### src/common/hcrw_pkg.sv
package hcrw_pkg;

	////////////////////////////////////////////////////////////////////////////////
	// Clock rates and timing
	localparam int unsigned OSC_HZ       = 15360000;
	localparam int unsigned SLOW_HZ      = 32000;
	localparam int unsigned SLOW_DIV     = OSC_HZ / SLOW_HZ;
	localparam int unsigned T_R_MS       = 56;
	localparam int unsigned T_R_TICKS    = T_R_MS * SLOW_HZ / 1000;
	localparam int unsigned BP_RUN_US    = 1375;
	localparam int unsigned BP_RUN_TICKS = BP_RUN_US * SLOW_HZ / 1000000;

	////////////////////////////////////////////////////////////////////////////////
	// Processor clock prescaler codes
	localparam logic [1:0] PRE_DIV1  = 2'h0;
	localparam logic [1:0] PRE_DIV2  = 2'h1;
	localparam logic [1:0] PRE_DIV4  = 2'h2;
	localparam logic [1:0] PRE_DIV8  = 2'h3;
	localparam logic [1:0] PRE_RESET = PRE_DIV2;

	////////////////////////////////////////////////////////////////////////////////
	// Watchdog toggle patterns {watchdog_toggle_a, watchdog_toggle_b}
	localparam logic [1:0] WD_PAT_ARM   = 2'h2;
	localparam logic [1:0] WD_PAT_FIRST = 2'h1;

	////////////////////////////////////////////////////////////////////////////////
	// Command/indicate codes (arbitrary values)
	localparam int unsigned CI_W        = 4;
	localparam logic [3:0]  CI_RESET_IND = 4'h0;
	localparam logic [3:0]  CI_DEACT_IND = 4'hf;

	////////////////////////////////////////////////////////////////////////////////
	// Pin synchroniser slots and their idle levels
	localparam int unsigned PIN_CS  = 0;
	localparam int unsigned PIN_UP  = 1;
	localparam int unsigned PIN_LOW = 2;
	localparam int unsigned PIN_OSC = 3;
	localparam int unsigned PIN_EXT = 4;
	localparam int unsigned PIN_RST = 5;
	localparam int unsigned PIN_DU  = 6;
	localparam int unsigned PIN_N   = 7;
	localparam logic [6:0]  PIN_IDLE = 7'h41;

	typedef enum logic [2:0] {
		ST_HOLD   = 3'h0,
		ST_POR    = 3'h1,
		ST_RUN    = 3'h2,
		ST_WD     = 3'h3,
		ST_WD_RST = 3'h4
	} hcrw_state_e;

endpackage

### src/hcrw_tick_timer.sv
`timescale 1ns/10ps
module hcrw_tick_timer #(
	parameter int unsigned LEN = hcrw_pkg::T_R_TICKS
) (
	input  wire logic sys_clk, // System clock
	input  wire logic rst_n,   // Synchronous reset, active low
	input  wire logic tick,    // 32 kHz enable pulse
	input  wire logic start,   // Restart the count
	output logic      busy,    // Count in progress
	output logic      done     // Pulse when LEN ticks elapsed
);
	localparam int W = $clog2(LEN + 1);

	logic [W-1:0] cnt_q;
	logic         busy_q;
	logic         done_q;
	logic         last;

	assign last = busy_q && tick && (cnt_q == W'(LEN - 1));

	always_ff @(posedge sys_clk) begin
		if (!rst_n) begin
			cnt_q  <= '0;
			busy_q <= 1'b0;
		end else if (start) begin
			cnt_q  <= '0;
			busy_q <= 1'b1;
		end else if (last) begin
			busy_q <= 1'b0;
		end else if (busy_q && tick) begin
			cnt_q <= cnt_q + W'(1);
		end
	end

	always_ff @(posedge sys_clk) begin
		if (!rst_n) begin
			done_q <= 1'b0;
		end else begin
			done_q <= last && !start;
		end
	end

	assign busy = busy_q;
	assign done = done_q;
endmodule

### src/hcrw_mclk_div.sv
`timescale 1ns/10ps
module hcrw_mclk_div (
	input  wire logic       sys_clk,  // System clock
	input  wire logic       rst_n,    // Synchronous reset, active low
	input  wire logic       osc_tick, // 15.36 MHz enable pulse
	input  wire logic [1:0] sel_req,  // Requested prescaler code
	input  wire logic       apply_ok, // Chip select idle
	input  wire logic       stop,     // Force clock low
	output logic            mclk,     // Processor clock
	output logic [1:0]      sel_cur   // Code in use
);
	logic [3:0] cnt_q;
	logic [3:0] cnt_d;
	logic [1:0] sel_q;
	logic [1:0] sel_d;
	logic       mclk_q;
	logic       wrap;

	assign wrap  = osc_tick && (cnt_q == 4'hf);
	assign cnt_d = osc_tick ? cnt_q + 4'h1 : cnt_q;
	assign sel_d = (wrap && apply_ok) ? sel_req : sel_q;

	always_ff @(posedge sys_clk) begin
		if (!rst_n) begin
			cnt_q <= 4'h0;
		end else begin
			cnt_q <= cnt_d;
		end
	end

	always_ff @(posedge sys_clk) begin
		if (!rst_n) begin
			sel_q <= hcrw_pkg::PRE_RESET;
		end else begin
			sel_q <= sel_d;
		end
	end

	always_ff @(posedge sys_clk) begin
		if (!rst_n) begin
			mclk_q <= 1'b0;
		end else begin
			mclk_q <= !stop && cnt_d[sel_d];
		end
	end

	assign mclk    = mclk_q;
	assign sel_cur = sel_q;
endmodule

### src/hcrw_top.sv
`timescale 1ns/10ps
// What this block does
// - Processor clock at 7.68/3.84/1.92/0.96 MHz.
// - Rate changes glitch free at slowest boundary.
// - Reset selects 3.84 MHz.
// - New rate applies after chip select idle.
// - Open-drain interrupt, masked during chip select.
// - Request cleared by status byte one reads or internal reset pulse.
// - Unread request reasserts once chip select rises.
// - Complementary resets, or external reset input mode.
// - Wait upper threshold, then 1792 slow ticks.
// - Reset reasserts when supply drops below lower.
// - Outside external reset mode, undervoltage stops processor clock low immediately.
// - Power-up reset extended until oscillator stable.
// - Counter off after delay; pattern 10 arms watchdog.
// - Missed sequence gives 56 ms reset pulse.
// - Watchdog clears strobe, width, prescaler, ring bits.
// - Undervoltage pulse clears registers, resets transceiver.
// - Backplane clocks run 11 frames, then stop.
// - Power-up bit, upstream low, activation restart clocks.
// - First status-one read sets change flag.
// - Indication copied only while backplane clocks run.
// - External mode: clocks run during reset input.
// - Prescaler divides 7.68 MHz by 1,2,4,8.
// - Reset counter runs on 32 kHz clock.
module hcrw_top #(
	parameter int unsigned SLOW_DIV = hcrw_pkg::SLOW_DIV,
	parameter int unsigned TR_TICKS = hcrw_pkg::T_R_TICKS,
	parameter int unsigned BP_TICKS = hcrw_pkg::BP_RUN_TICKS
) (
	input  wire logic       sys_clk,                // 200 MHz clock
	input  wire logic       rst_n,                  // Synchronous reset
	input  wire logic       osc_tick,               // 15.36 MHz enable
	input  wire logic       cs_n,                   // Serial chip select pin
	input  wire logic       upper_supply_threshold, // Supply above upper level
	input  wire logic       lower_supply_threshold, // Supply below lower level
	input  wire logic       osc_stable,             // Oscillator settled
	input  wire logic       ext_reset_mode,         // Strap: external reset mode
	input  wire logic       reset_pin_i,            // Reset pin level in
	output logic            reset_pin_o,            // Reset pin drive, high active
	output logic            reset_pin_oe,           // Reset pin enable
	output logic            reset_n_out,            // Inverse reset output
	input  wire logic       upstream_line,          // Upstream data line
	output logic            mclk,                   // Processor clock
	output logic            int_n_o,                // Interrupt pin level
	output logic            int_n_oe,               // Interrupt pin enable
	input  wire logic       ctrl_wr,                // Control write strobe
	input  wire logic [1:0] prescale_wdata,         // Prescale code written
	input  wire logic [2:0] strobe_wdata,           // Strobe select written
	input  wire logic [5:0] pulse_width_wdata,      // Pulse width written
	input  wire logic       ring_contrast_wdata,    // Ring/contrast written
	input  wire logic       wd_wr,                  // Toggle bits write strobe
	input  wire logic       watchdog_toggle_a,      // First toggle bit
	input  wire logic       watchdog_toggle_b,      // Second toggle bit
	input  wire logic       irq_event,              // Status event pulse
	input  wire logic       status_byte_one_read,              // Status byte one read
	input  wire logic       status_byte_two_read,              // Status byte two read
	input  wire logic [3:0] ci_in,                  // Transceiver indication
	input  wire logic       ci_in_valid,            // Indication strobe
	input  wire logic       clock_power_up_request, // Clock power-up bit
	input  wire logic       line_activation_req,    // Far-end activation
	input  wire logic       line_deactivated,       // Line interface idle
	output logic [1:0]      prescale_select,        // Prescale code register
	output logic [2:0]      strobe_select,          // Strobe select register
	output logic [5:0]      pulse_width_field,      // Pulse width register
	output logic            ring_contrast_select,   // Ring/contrast register
	output logic            xcvr_reset,             // Transceiver reset pulse
	output logic            bp_clk_run,             // Backplane clocks enable
	output logic            ci_change_flag,         // Indication change flag
	output logic [3:0]      status_ci               // Indication in status two
);
	localparam int DIV_W = $clog2(SLOW_DIV);
	localparam int BP_W  = $clog2(BP_TICKS + 1);

	////////////////////////////////////////////////////////////////////////////////
	// Pin synchronisers
	logic [6:0] pin_raw;
	logic [6:0] s1_q;
	logic [6:0] s2_q;
	logic [6:0] s3_q;
	logic [6:0] pin_f_q;

	assign pin_raw = {upstream_line, reset_pin_i, ext_reset_mode, osc_stable,
		lower_supply_threshold, upper_supply_threshold, cs_n};

	genvar gi;
	generate
		for (gi = 0; gi < hcrw_pkg::PIN_N; gi++) begin : g_sync
			always_ff @(posedge sys_clk) begin
				if (!rst_n) begin
					s1_q[gi]    <= hcrw_pkg::PIN_IDLE[gi];
					s2_q[gi]    <= hcrw_pkg::PIN_IDLE[gi];
					s3_q[gi]    <= hcrw_pkg::PIN_IDLE[gi];
					pin_f_q[gi] <= hcrw_pkg::PIN_IDLE[gi];
				end else begin
					s1_q[gi] <= pin_raw[gi];
					s2_q[gi] <= s1_q[gi];
					s3_q[gi] <= s2_q[gi];
					if (s2_q[gi] == s3_q[gi]) begin
						pin_f_q[gi] <= s3_q[gi];
					end
				end
			end
		end
	endgenerate

	logic cs_idle;
	logic ext;
	logic uv;
	logic rst_in;

	assign cs_idle = pin_f_q[hcrw_pkg::PIN_CS];
	assign ext     = pin_f_q[hcrw_pkg::PIN_EXT];
	assign uv      = pin_f_q[hcrw_pkg::PIN_LOW] && !ext;
	assign rst_in  = pin_f_q[hcrw_pkg::PIN_RST];

	////////////////////////////////////////////////////////////////////////////////
	// 32 kHz enable and reset/watchdog counter
	logic [DIV_W-1:0] div_q;
	logic             slow_tick_q;

	always_ff @(posedge sys_clk) begin
		if (!rst_n) begin
			div_q       <= '0;
			slow_tick_q <= 1'b0;
		end else begin
			slow_tick_q <= 1'b0;
			if (osc_tick) begin
				if (div_q == DIV_W'(SLOW_DIV - 1)) begin
					div_q       <= '0;
					slow_tick_q <= 1'b1;
				end else begin
					div_q <= div_q + DIV_W'(1);
				end
			end
		end
	end

	logic tr_start;
	logic tr_done;

	hcrw_tick_timer #(.LEN(TR_TICKS)) u_timer (
		.sys_clk (sys_clk),
		.rst_n   (rst_n),
		.tick    (slow_tick_q),
		.start   (tr_start),
		.busy    (),
		.done    (tr_done)
	);

	////////////////////////////////////////////////////////////////////////////////
	// Reset and watchdog sequencer
	hcrw_pkg::hcrw_state_e state_q;
	hcrw_pkg::hcrw_state_e state_d;
	logic                  wd_phase_q;
	logic                  wd_phase_d;
	logic                  int_rst_d;
	logic                  int_rst_q;
	logic                  wd_clr_d;
	logic                  wd_clr_q;
	logic [1:0]            wd_pat;

	assign wd_pat = {watchdog_toggle_a, watchdog_toggle_b};

	always_comb begin
		state_d    = state_q;
		wd_phase_d = wd_phase_q;
		tr_start   = 1'b0;
		int_rst_d  = 1'b0;
		wd_clr_d   = 1'b0;
		if (uv) begin
			state_d = hcrw_pkg::ST_HOLD;
		end else begin
			unique case (state_q)
				hcrw_pkg::ST_HOLD: begin
					if (ext) begin
						state_d = hcrw_pkg::ST_RUN;
					end else if (pin_f_q[hcrw_pkg::PIN_UP] && pin_f_q[hcrw_pkg::PIN_OSC]) begin
						state_d   = hcrw_pkg::ST_POR;
						tr_start  = 1'b1;
						int_rst_d = 1'b1;
					end
				end
				hcrw_pkg::ST_POR: begin
					if (tr_done) begin
						state_d = hcrw_pkg::ST_RUN;
					end
				end
				hcrw_pkg::ST_RUN: begin
					if (wd_wr && wd_pat == hcrw_pkg::WD_PAT_ARM) begin
						state_d    = hcrw_pkg::ST_WD;
						tr_start   = 1'b1;
						wd_phase_d = 1'b0;
					end
				end
				hcrw_pkg::ST_WD: begin
					if (tr_done) begin
						state_d  = hcrw_pkg::ST_WD_RST;
						tr_start = 1'b1;
						wd_clr_d = 1'b1;
					end else if (wd_wr && wd_pat == hcrw_pkg::WD_PAT_FIRST) begin
						wd_phase_d = 1'b1;
					end else if (wd_wr && wd_pat == hcrw_pkg::WD_PAT_ARM && wd_phase_q) begin
						tr_start   = 1'b1;
						wd_phase_d = 1'b0;
					end
				end
				hcrw_pkg::ST_WD_RST: begin
					if (tr_done) begin
						state_d = hcrw_pkg::ST_RUN;
					end
				end
				default: begin
					state_d = hcrw_pkg::ST_HOLD;
				end
			endcase
		end
	end

	always_ff @(posedge sys_clk) begin
		if (!rst_n) begin
			state_q    <= hcrw_pkg::ST_HOLD;
			wd_phase_q <= 1'b0;
			int_rst_q  <= 1'b0;
			wd_clr_q   <= 1'b0;
		end else begin
			state_q    <= state_d;
			wd_phase_q <= wd_phase_d;
			int_rst_q  <= int_rst_d;
			wd_clr_q   <= wd_clr_d;
		end
	end

	////////////////////////////////////////////////////////////////////////////////
	// Reset pins and transceiver reset
	logic rst_act_q;
	logic rst_n_out_q;
	logic rst_oe_q;
	logic rst_in_d1_q;
	logic xcvr_rst_q;
	logic rst_act;

	assign rst_act = (state_q != hcrw_pkg::ST_RUN) && (state_q != hcrw_pkg::ST_WD);

	always_ff @(posedge sys_clk) begin
		if (!rst_n) begin
			rst_act_q   <= 1'b1;
			rst_n_out_q <= 1'b0;
			rst_oe_q    <= 1'b1;
		end else begin
			rst_act_q   <= rst_act;
			rst_n_out_q <= ext ? !rst_in : !rst_act;
			rst_oe_q    <= !ext;
		end
	end

	always_ff @(posedge sys_clk) begin
		if (!rst_n) begin
			rst_in_d1_q <= 1'b0;
			xcvr_rst_q  <= 1'b0;
		end else begin
			rst_in_d1_q <= rst_in;
			xcvr_rst_q  <= int_rst_q || (ext && rst_in_d1_q && !rst_in);
		end
	end

	assign reset_pin_o  = rst_act_q;
	assign reset_pin_oe = rst_oe_q;
	assign reset_n_out  = rst_n_out_q;
	assign xcvr_reset   = xcvr_rst_q;

	////////////////////////////////////////////////////////////////////////////////
	// Control registers and processor clock
	logic [1:0] pre_q;
	logic [2:0] sds_q;
	logic [5:0] pw_q;
	logic       ring_q;

	always_ff @(posedge sys_clk) begin
		if (!rst_n || int_rst_q) begin
			pre_q  <= hcrw_pkg::PRE_RESET;
			sds_q  <= 3'h0;
			pw_q   <= 6'h00;
			ring_q <= 1'b0;
		end else if (wd_clr_q) begin
			pre_q  <= hcrw_pkg::PRE_RESET;
			sds_q  <= 3'h0;
			pw_q   <= 6'h00;
			ring_q <= 1'b0;
		end else if (ctrl_wr) begin
			pre_q  <= prescale_wdata;
			sds_q  <= strobe_wdata;
			pw_q   <= pulse_width_wdata;
			ring_q <= ring_contrast_wdata;
		end
	end

	assign prescale_select      = pre_q;
	assign strobe_select        = sds_q;
	assign pulse_width_field    = pw_q;
	assign ring_contrast_select = ring_q;

	hcrw_mclk_div u_mclk (
		.sys_clk  (sys_clk),
		.rst_n    (rst_n),
		.osc_tick (osc_tick),
		.sel_req  (pre_q),
		.apply_ok (cs_idle),
		.stop     (uv),
		.mclk     (mclk),
		.sel_cur  ()
	);

	////////////////////////////////////////////////////////////////////////////////
	// Backplane clocks
	logic [BP_W-1:0] bp_cnt_q;
	logic            bp_win_q;
	logic            bp_run_q;

	always_ff @(posedge sys_clk) begin
		if (!rst_n) begin
			bp_cnt_q <= '0;
			bp_win_q <= 1'b0;
		end else if (int_rst_q) begin
			bp_cnt_q <= '0;
			bp_win_q <= 1'b1;
		end else if (bp_win_q && slow_tick_q) begin
			if (bp_cnt_q == BP_W'(BP_TICKS - 1)) begin
				bp_win_q <= 1'b0;
			end else begin
				bp_cnt_q <= bp_cnt_q + BP_W'(1);
			end
		end
	end

	always_ff @(posedge sys_clk) begin
		if (!rst_n) begin
			bp_run_q <= 1'b0;
		end else begin
			bp_run_q <= bp_win_q || (ext && rst_in) || clock_power_up_request ||
				!pin_f_q[hcrw_pkg::PIN_DU] || line_activation_req || !line_deactivated;
		end
	end

	assign bp_clk_run = bp_run_q;

	////////////////////////////////////////////////////////////////////////////////
	// Indication buffer, change flag and interrupt
	logic [3:0] ci_buf_q;
	logic [3:0] sta_ci_q;
	logic       cic_arm_q;
	logic       cic_q;
	logic       gen_q;
	logic       int_oe_q;
	logic       cic_set;

	always_ff @(posedge sys_clk) begin
		if (!rst_n || xcvr_rst_q) begin
			ci_buf_q <= hcrw_pkg::CI_DEACT_IND;
		end else if (ci_in_valid) begin
			ci_buf_q <= ci_in;
		end
	end

	always_ff @(posedge sys_clk) begin
		if (!rst_n) begin
			sta_ci_q <= hcrw_pkg::CI_DEACT_IND;
		end else if (xcvr_rst_q) begin
			sta_ci_q <= hcrw_pkg::CI_RESET_IND;
		end else if (bp_run_q) begin
			sta_ci_q <= ci_buf_q;
		end
	end

	assign cic_set = (status_byte_one_read && cic_arm_q) || (bp_run_q && ci_buf_q != sta_ci_q);

	always_ff @(posedge sys_clk) begin
		if (!rst_n) begin
			cic_arm_q <= 1'b0;
			cic_q     <= 1'b0;
			gen_q     <= 1'b0;
		end else begin
			if (xcvr_rst_q) begin
				cic_arm_q <= 1'b1;
			end else if (status_byte_one_read) begin
				cic_arm_q <= 1'b0;
			end
			if (cic_set) begin
				cic_q <= 1'b1;
			end else if (status_byte_two_read) begin
				cic_q <= 1'b0;
			end
			if (irq_event) begin
				gen_q <= 1'b1;
			end else if (status_byte_one_read || int_rst_q) begin
				gen_q <= 1'b0;
			end
		end
	end

	always_ff @(posedge sys_clk) begin
		if (!rst_n) begin
			int_oe_q <= 1'b0;
		end else begin
			int_oe_q <= (gen_q || cic_q) && cs_idle;
		end
	end

	assign int_n_o        = 1'b0;
	assign int_n_oe       = int_oe_q;
	assign ci_change_flag = cic_q;
	assign status_ci      = sta_ci_q;
endmodule

### config.mk
export PLATFORM = sky130hd
export DESIGN_NAME = hcrw_top
export DESIGN_NICKNAME = d
export VERILOG_FILES = /design/src/common/hcrw_pkg.sv /design/src/hcrw_tick_timer.sv /design/src/hcrw_mclk_div.sv /design/src/hcrw_top.sv
export SDC_FILE = /design/constraint.sdc
export NUM_CORES = 1
export LEC_CHECK = 0
export ABC_AREA = 1
export BUFFER_PORTS_ARGS = -buffer_cell sky130_fd_sc_hd__buf_2
export CORE_MARGIN = 3
export CORE_UTILIZATION = 55
export CTS_CLUSTER_DIAMETER = 30
export DETAILED_ROUTE_END_ITERATION = 10
export PLACE_DENSITY_LB_ADDON = 0.12
export REMOVE_ABC_BUFFERS = 1
export SLEW_MARGIN = 20
export SYNTH_ARGS = -nofsm -noshare
export SYNTH_HDL_FRONTEND = slang
export SYNTH_SLANG_ARGS = --single-unit
### constraint.sdc
create_clock -name sys_clk -period 1.7 [get_ports sys_clk]
set_input_delay 0.085 -clock sys_clk [delete_from_list [all_inputs] [get_ports sys_clk]]
set_output_delay 0.085 -clock sys_clk [all_outputs]
set_load 0.03 [all_outputs]
==> results summary <==
STA classifies the critical path startpoint as a flop. The final design area excluding fillers came out at approximately 0.0052 sq mm. The power density relative to cell area came out at between 800 and 900 mW/mm^2. The maximum number of pins on one net before global-route repair is 19. The initial core utilization is between 50 and 60%. The met2 usage in global routing came out at between 30% and 40%.

Clock latency on the worst-skew pair, taken at its later pin, is ~0.36 ns. The layout cell share with drive strength beyond 1 is approximately 18%. The clock buffer count from CTS is 9. The initial DRC count is between 100 and 150. The floorplan die width came out at 94.5 microns. The maximum operating frequency is 641 MHz. The run finished with clean final reports. The top fanout value on the critical path came out at 5. After floorplanning, the core was sized to cover around 0.0074 sq mm.

The total number of nets in the final design came out at 699. The clock sink count came out at between 100 and 150. For this design the static power due to leakage is about 2.3 nW.

The post-synthesis instance area came out at 0.00431 sq mm. The combined global-route utilization of all metal layers came out at a little over a fifth. The number of top-level pins came out at slightly above 60. The initial antenna violation count came out at 0.

The clock transition at the registers of the reported paths came out at ~0.10 ns. The HPWL reported at the end of detailed placement is just over 6 mm. After global routing, the most crowded layer is met2. The number of pins with negative max-slew slack in the final report was 0. The number of H-tree levels came out at 3. The wire length per cell is ~12 microns. Setup repair after global routing left no endpoint under its margin. The number of iterations in the first detailed-routing pass came out at 4. The number of failing setup endpoints in the final timing report came out at 0. After technology mapping, the gate count stands at 564. The worst hold-check path type is in2reg.

The post-detailed-placement cell area came out at around 0.0047 sq mm. The clock passes through at most 2 buffers. The first global-routing pass estimated 15.2 mm of wire.

The final worst-path cycle share came out at about nine tenths. The post-synthesis cell type count came out at 36. The fraction of met1 tracks used by global routing came out at 24.0%. Routability-driven placement finished with a final weighted congestion of around 0.87. The hold violation count in the final report is 0. Max-cap violations in this run came to 0. The count of nets left with antenna violations once routing finished came out at 0. The TritonCTS clock tree is done. The antenna diode instance count came out at 0.

The data arrival time of the critical path came out at around 1.8 ns. The number of global-route vias before repair is ~3600. The row count is 31. The cell sitting at the root of the clock tree is a clkbuf_8. The number of remaining DRC errors came out at 0. The met3 usage came out at under 10%. The post-synthesis average cell area is approximately 7.6 sq um. The total of warnings raised by yosys came out at 0. The final wirelength is 8.85 mm. The final setup TNS is 0 ns. The floorplan die area came out at ~0.009 sq mm. The data required time of the critical path is 1.95 ns. The setup skew after layout came out at about 0.010 ns. The area growth from synthesis to layout is 20.7%. The fill cell instance count of the final layout is 603.

The via-per-instance ratio is 4.97. The fraction of the yosys area taken by sequential cells is a little under half. The total via count after detailed routing is 3788. STA classifies the critical path endpoint as a flop. The total overflow left after global routing is 0. The start-to-end type of the worst setup path is reg2reg. The worst voltage drop across the vdd grid came out at ~0.58 mV. The number of storage elements in the synthesis netlist is ~100. The count of input and output buffers came out at 60.

The overall die height came out at between 90 and 100 microns. The minimum clock period is 1.56 ns.
==> worst max-delay path: stages (launching register included) <==
cell           delay (ns)
dfxtp_2              0.36
nand2_1              0.07
inv_1                0.06
nor3_1               0.13
nand2_1              0.10
nor2_1               0.09
a21oi_1              0.07
dlygate4sd3_1        0.57
==> synth_stat cells (all sizes together) <==
| master | instances | area (sq um) |
|---|---|---|
| o211ai | 3 | 22.5 |
| nand2 | 155 | 609 |
| a21boi | 1 | 7.51 |
| xor2 | 10 | 87.6 |
| conb | 1 | 3.75 |
| buf | 6 | 51.3 |
| a21o | 1 | 7.51 |
| nand3b | 4 | 33.8 |
| nand3 | 50 | 260 |
| nor2 | 62 | 310 |
| inv | 71 | 267 |
| a21oi | 44 | 288 |
| o21ai | 17 | 85.1 |
| nor3 | 8 | 40.0 |
| dfxtp | 101 | 2020 |
| nor3b | 1 | 7.51 |
| clkbuf | 6 | 22.5 |
| a22oi | 1 | 7.51 |
| xnor2 | 4 | 35.0 |
| or2 | 6 | 37.5 |
| a31oi | 1 | 6.26 |
| o21bai | 1 | 7.51 |
| nand4 | 6 | 37.5 |
| ha | 4 | 50.1 |
==> cells in the final DEF, fill, tap and decap left out, types with 2 or more instances in the layout <==
cell	synthesis	layout
nand2_1	148	148
a21oi_1	38	38
nor2_2	7	7
inv_2	2	2
clkbuf_8	0	9
buf_2	1	60
nand2_2	5	5
inv_1	69	69
xor2_1	10	10
a21oi_4	6	6
ha_1	4	4
o21ai_0	16	16
nor2_4	8	8
dfxtp_1	101	100
buf_4	3	5
xnor2_1	4	4
clkinvlp_4	0	2
nor2_1	47	47
o211ai_1	3	3
nand3_1	48	48
nor3_1	8	8
or2_2	6	6
inv_6	0	2
dlygate4sd3_1	0	30
nand2_4	2	2
nand3b_1	3	3
nand3_2	2	2
nand4_1	6	6
==> path summary, 6_finish.rpt <==
check / slack [ns] / start / endpoint / cells past startpoint
max reg2reg: 0.14 / ext / bp_clk_run / 7
min: 0.03 / status_byte_one_read / cic_arm_q / 4
min reg2reg: 0.42 / s1_q[0] / s2_q[0] / 1
max: 0.14 / ext / bp_clk_run / 7
==> cell families (layout without fill, tap and decap cells) <==
family	Yosys count	in the layout	share of synthesized area, %
AOI/OAI and AO/OA	69	69	10.0
other	1	1	0.0871
and+or+nand+nor	292	292	31.0
buffers and inverters	83	182	7.90
DFF	101	101	46.9
adders and majority gates	4	4	1.16
xor gates and xnor gates	14	14	2.85
==> through the flow <==
step / util [%] / cells / hold WS (ns) / total power [mW] / setup slack (ns)
finish: 70.2 / 762 / 0.0261 / 4.41 / 0.139
global route: 70.2 / 762 / 0.0327 / 4.59 / 0.00536
CTS: 70.2 / 762 / 0.00605 / 4.45 / 0.111
detailed placement: 63.4 / 716 / 0.266 / 2.87 / 0.165
global placement: 63.4 / 716 / 0.265 / 2.86 / 0.232
floorplan: - / 552 / 0.169 / 2.73 / 0.312
==> flip-flops by register name, indices dropped and copies added (netlist names), 2 cells and up <==
| register | flops |
|---|---|
| bp_cnt_q | 6 |
| ci_buf_q | 4 |
| div_q | 9 |
| pin_f_q | 4 |
| prescale_select | 2 |
| pulse_width_field | 6 |
| s1_q | 7 |
| s2_q | 7 |
| s3_q | 7 |
| state_q | 3 |
| status_ci | 4 |
| strobe_select | 3 |
| u_mclk.cnt_q | 4 |
| u_mclk.sel_cur | 2 |
| u_timer.cnt_q | 11 |
==> repair_timing <==
item | CTS | global route
resized for setup | 0 | 1
hold buffers | 30 | 0
hold endpoints to repair | 25 | 0
endpoints found under the setup margin | 0 | 1
buffers inserted | 0 | 0
==> layer usage <==
layer / up-vias / part of all wire [%]
met5: - / 0
met4: 0 / 1.8
met3: 14 / 4.6
met2: 90 / 50
met1: 1719 / 44
li1: 1965 / -
==> power by group <==
part | total [mW] | switching (mW) | internal, mW
clock | 1.53 | 0.835 | 0.698
combinational | 0.396 | 0.228 | 0.168
sequential | 2.48 | 0.0448 | 2.43
==> final cells by class <==
class                      instances  area, sq um  share of cell area [%]
tap                               99          124                    2.38
clock buffer                       9          124                    2.38
clock inverter                     7         78.8                    1.52
sequential                       101         2020                    38.9
multi-input combinational        380         1940                    37.4
inverter                          71          267                    5.13
timing repair buffer              95          638                    12.3
Note: power is estimated with default switching activity, not from simulation.
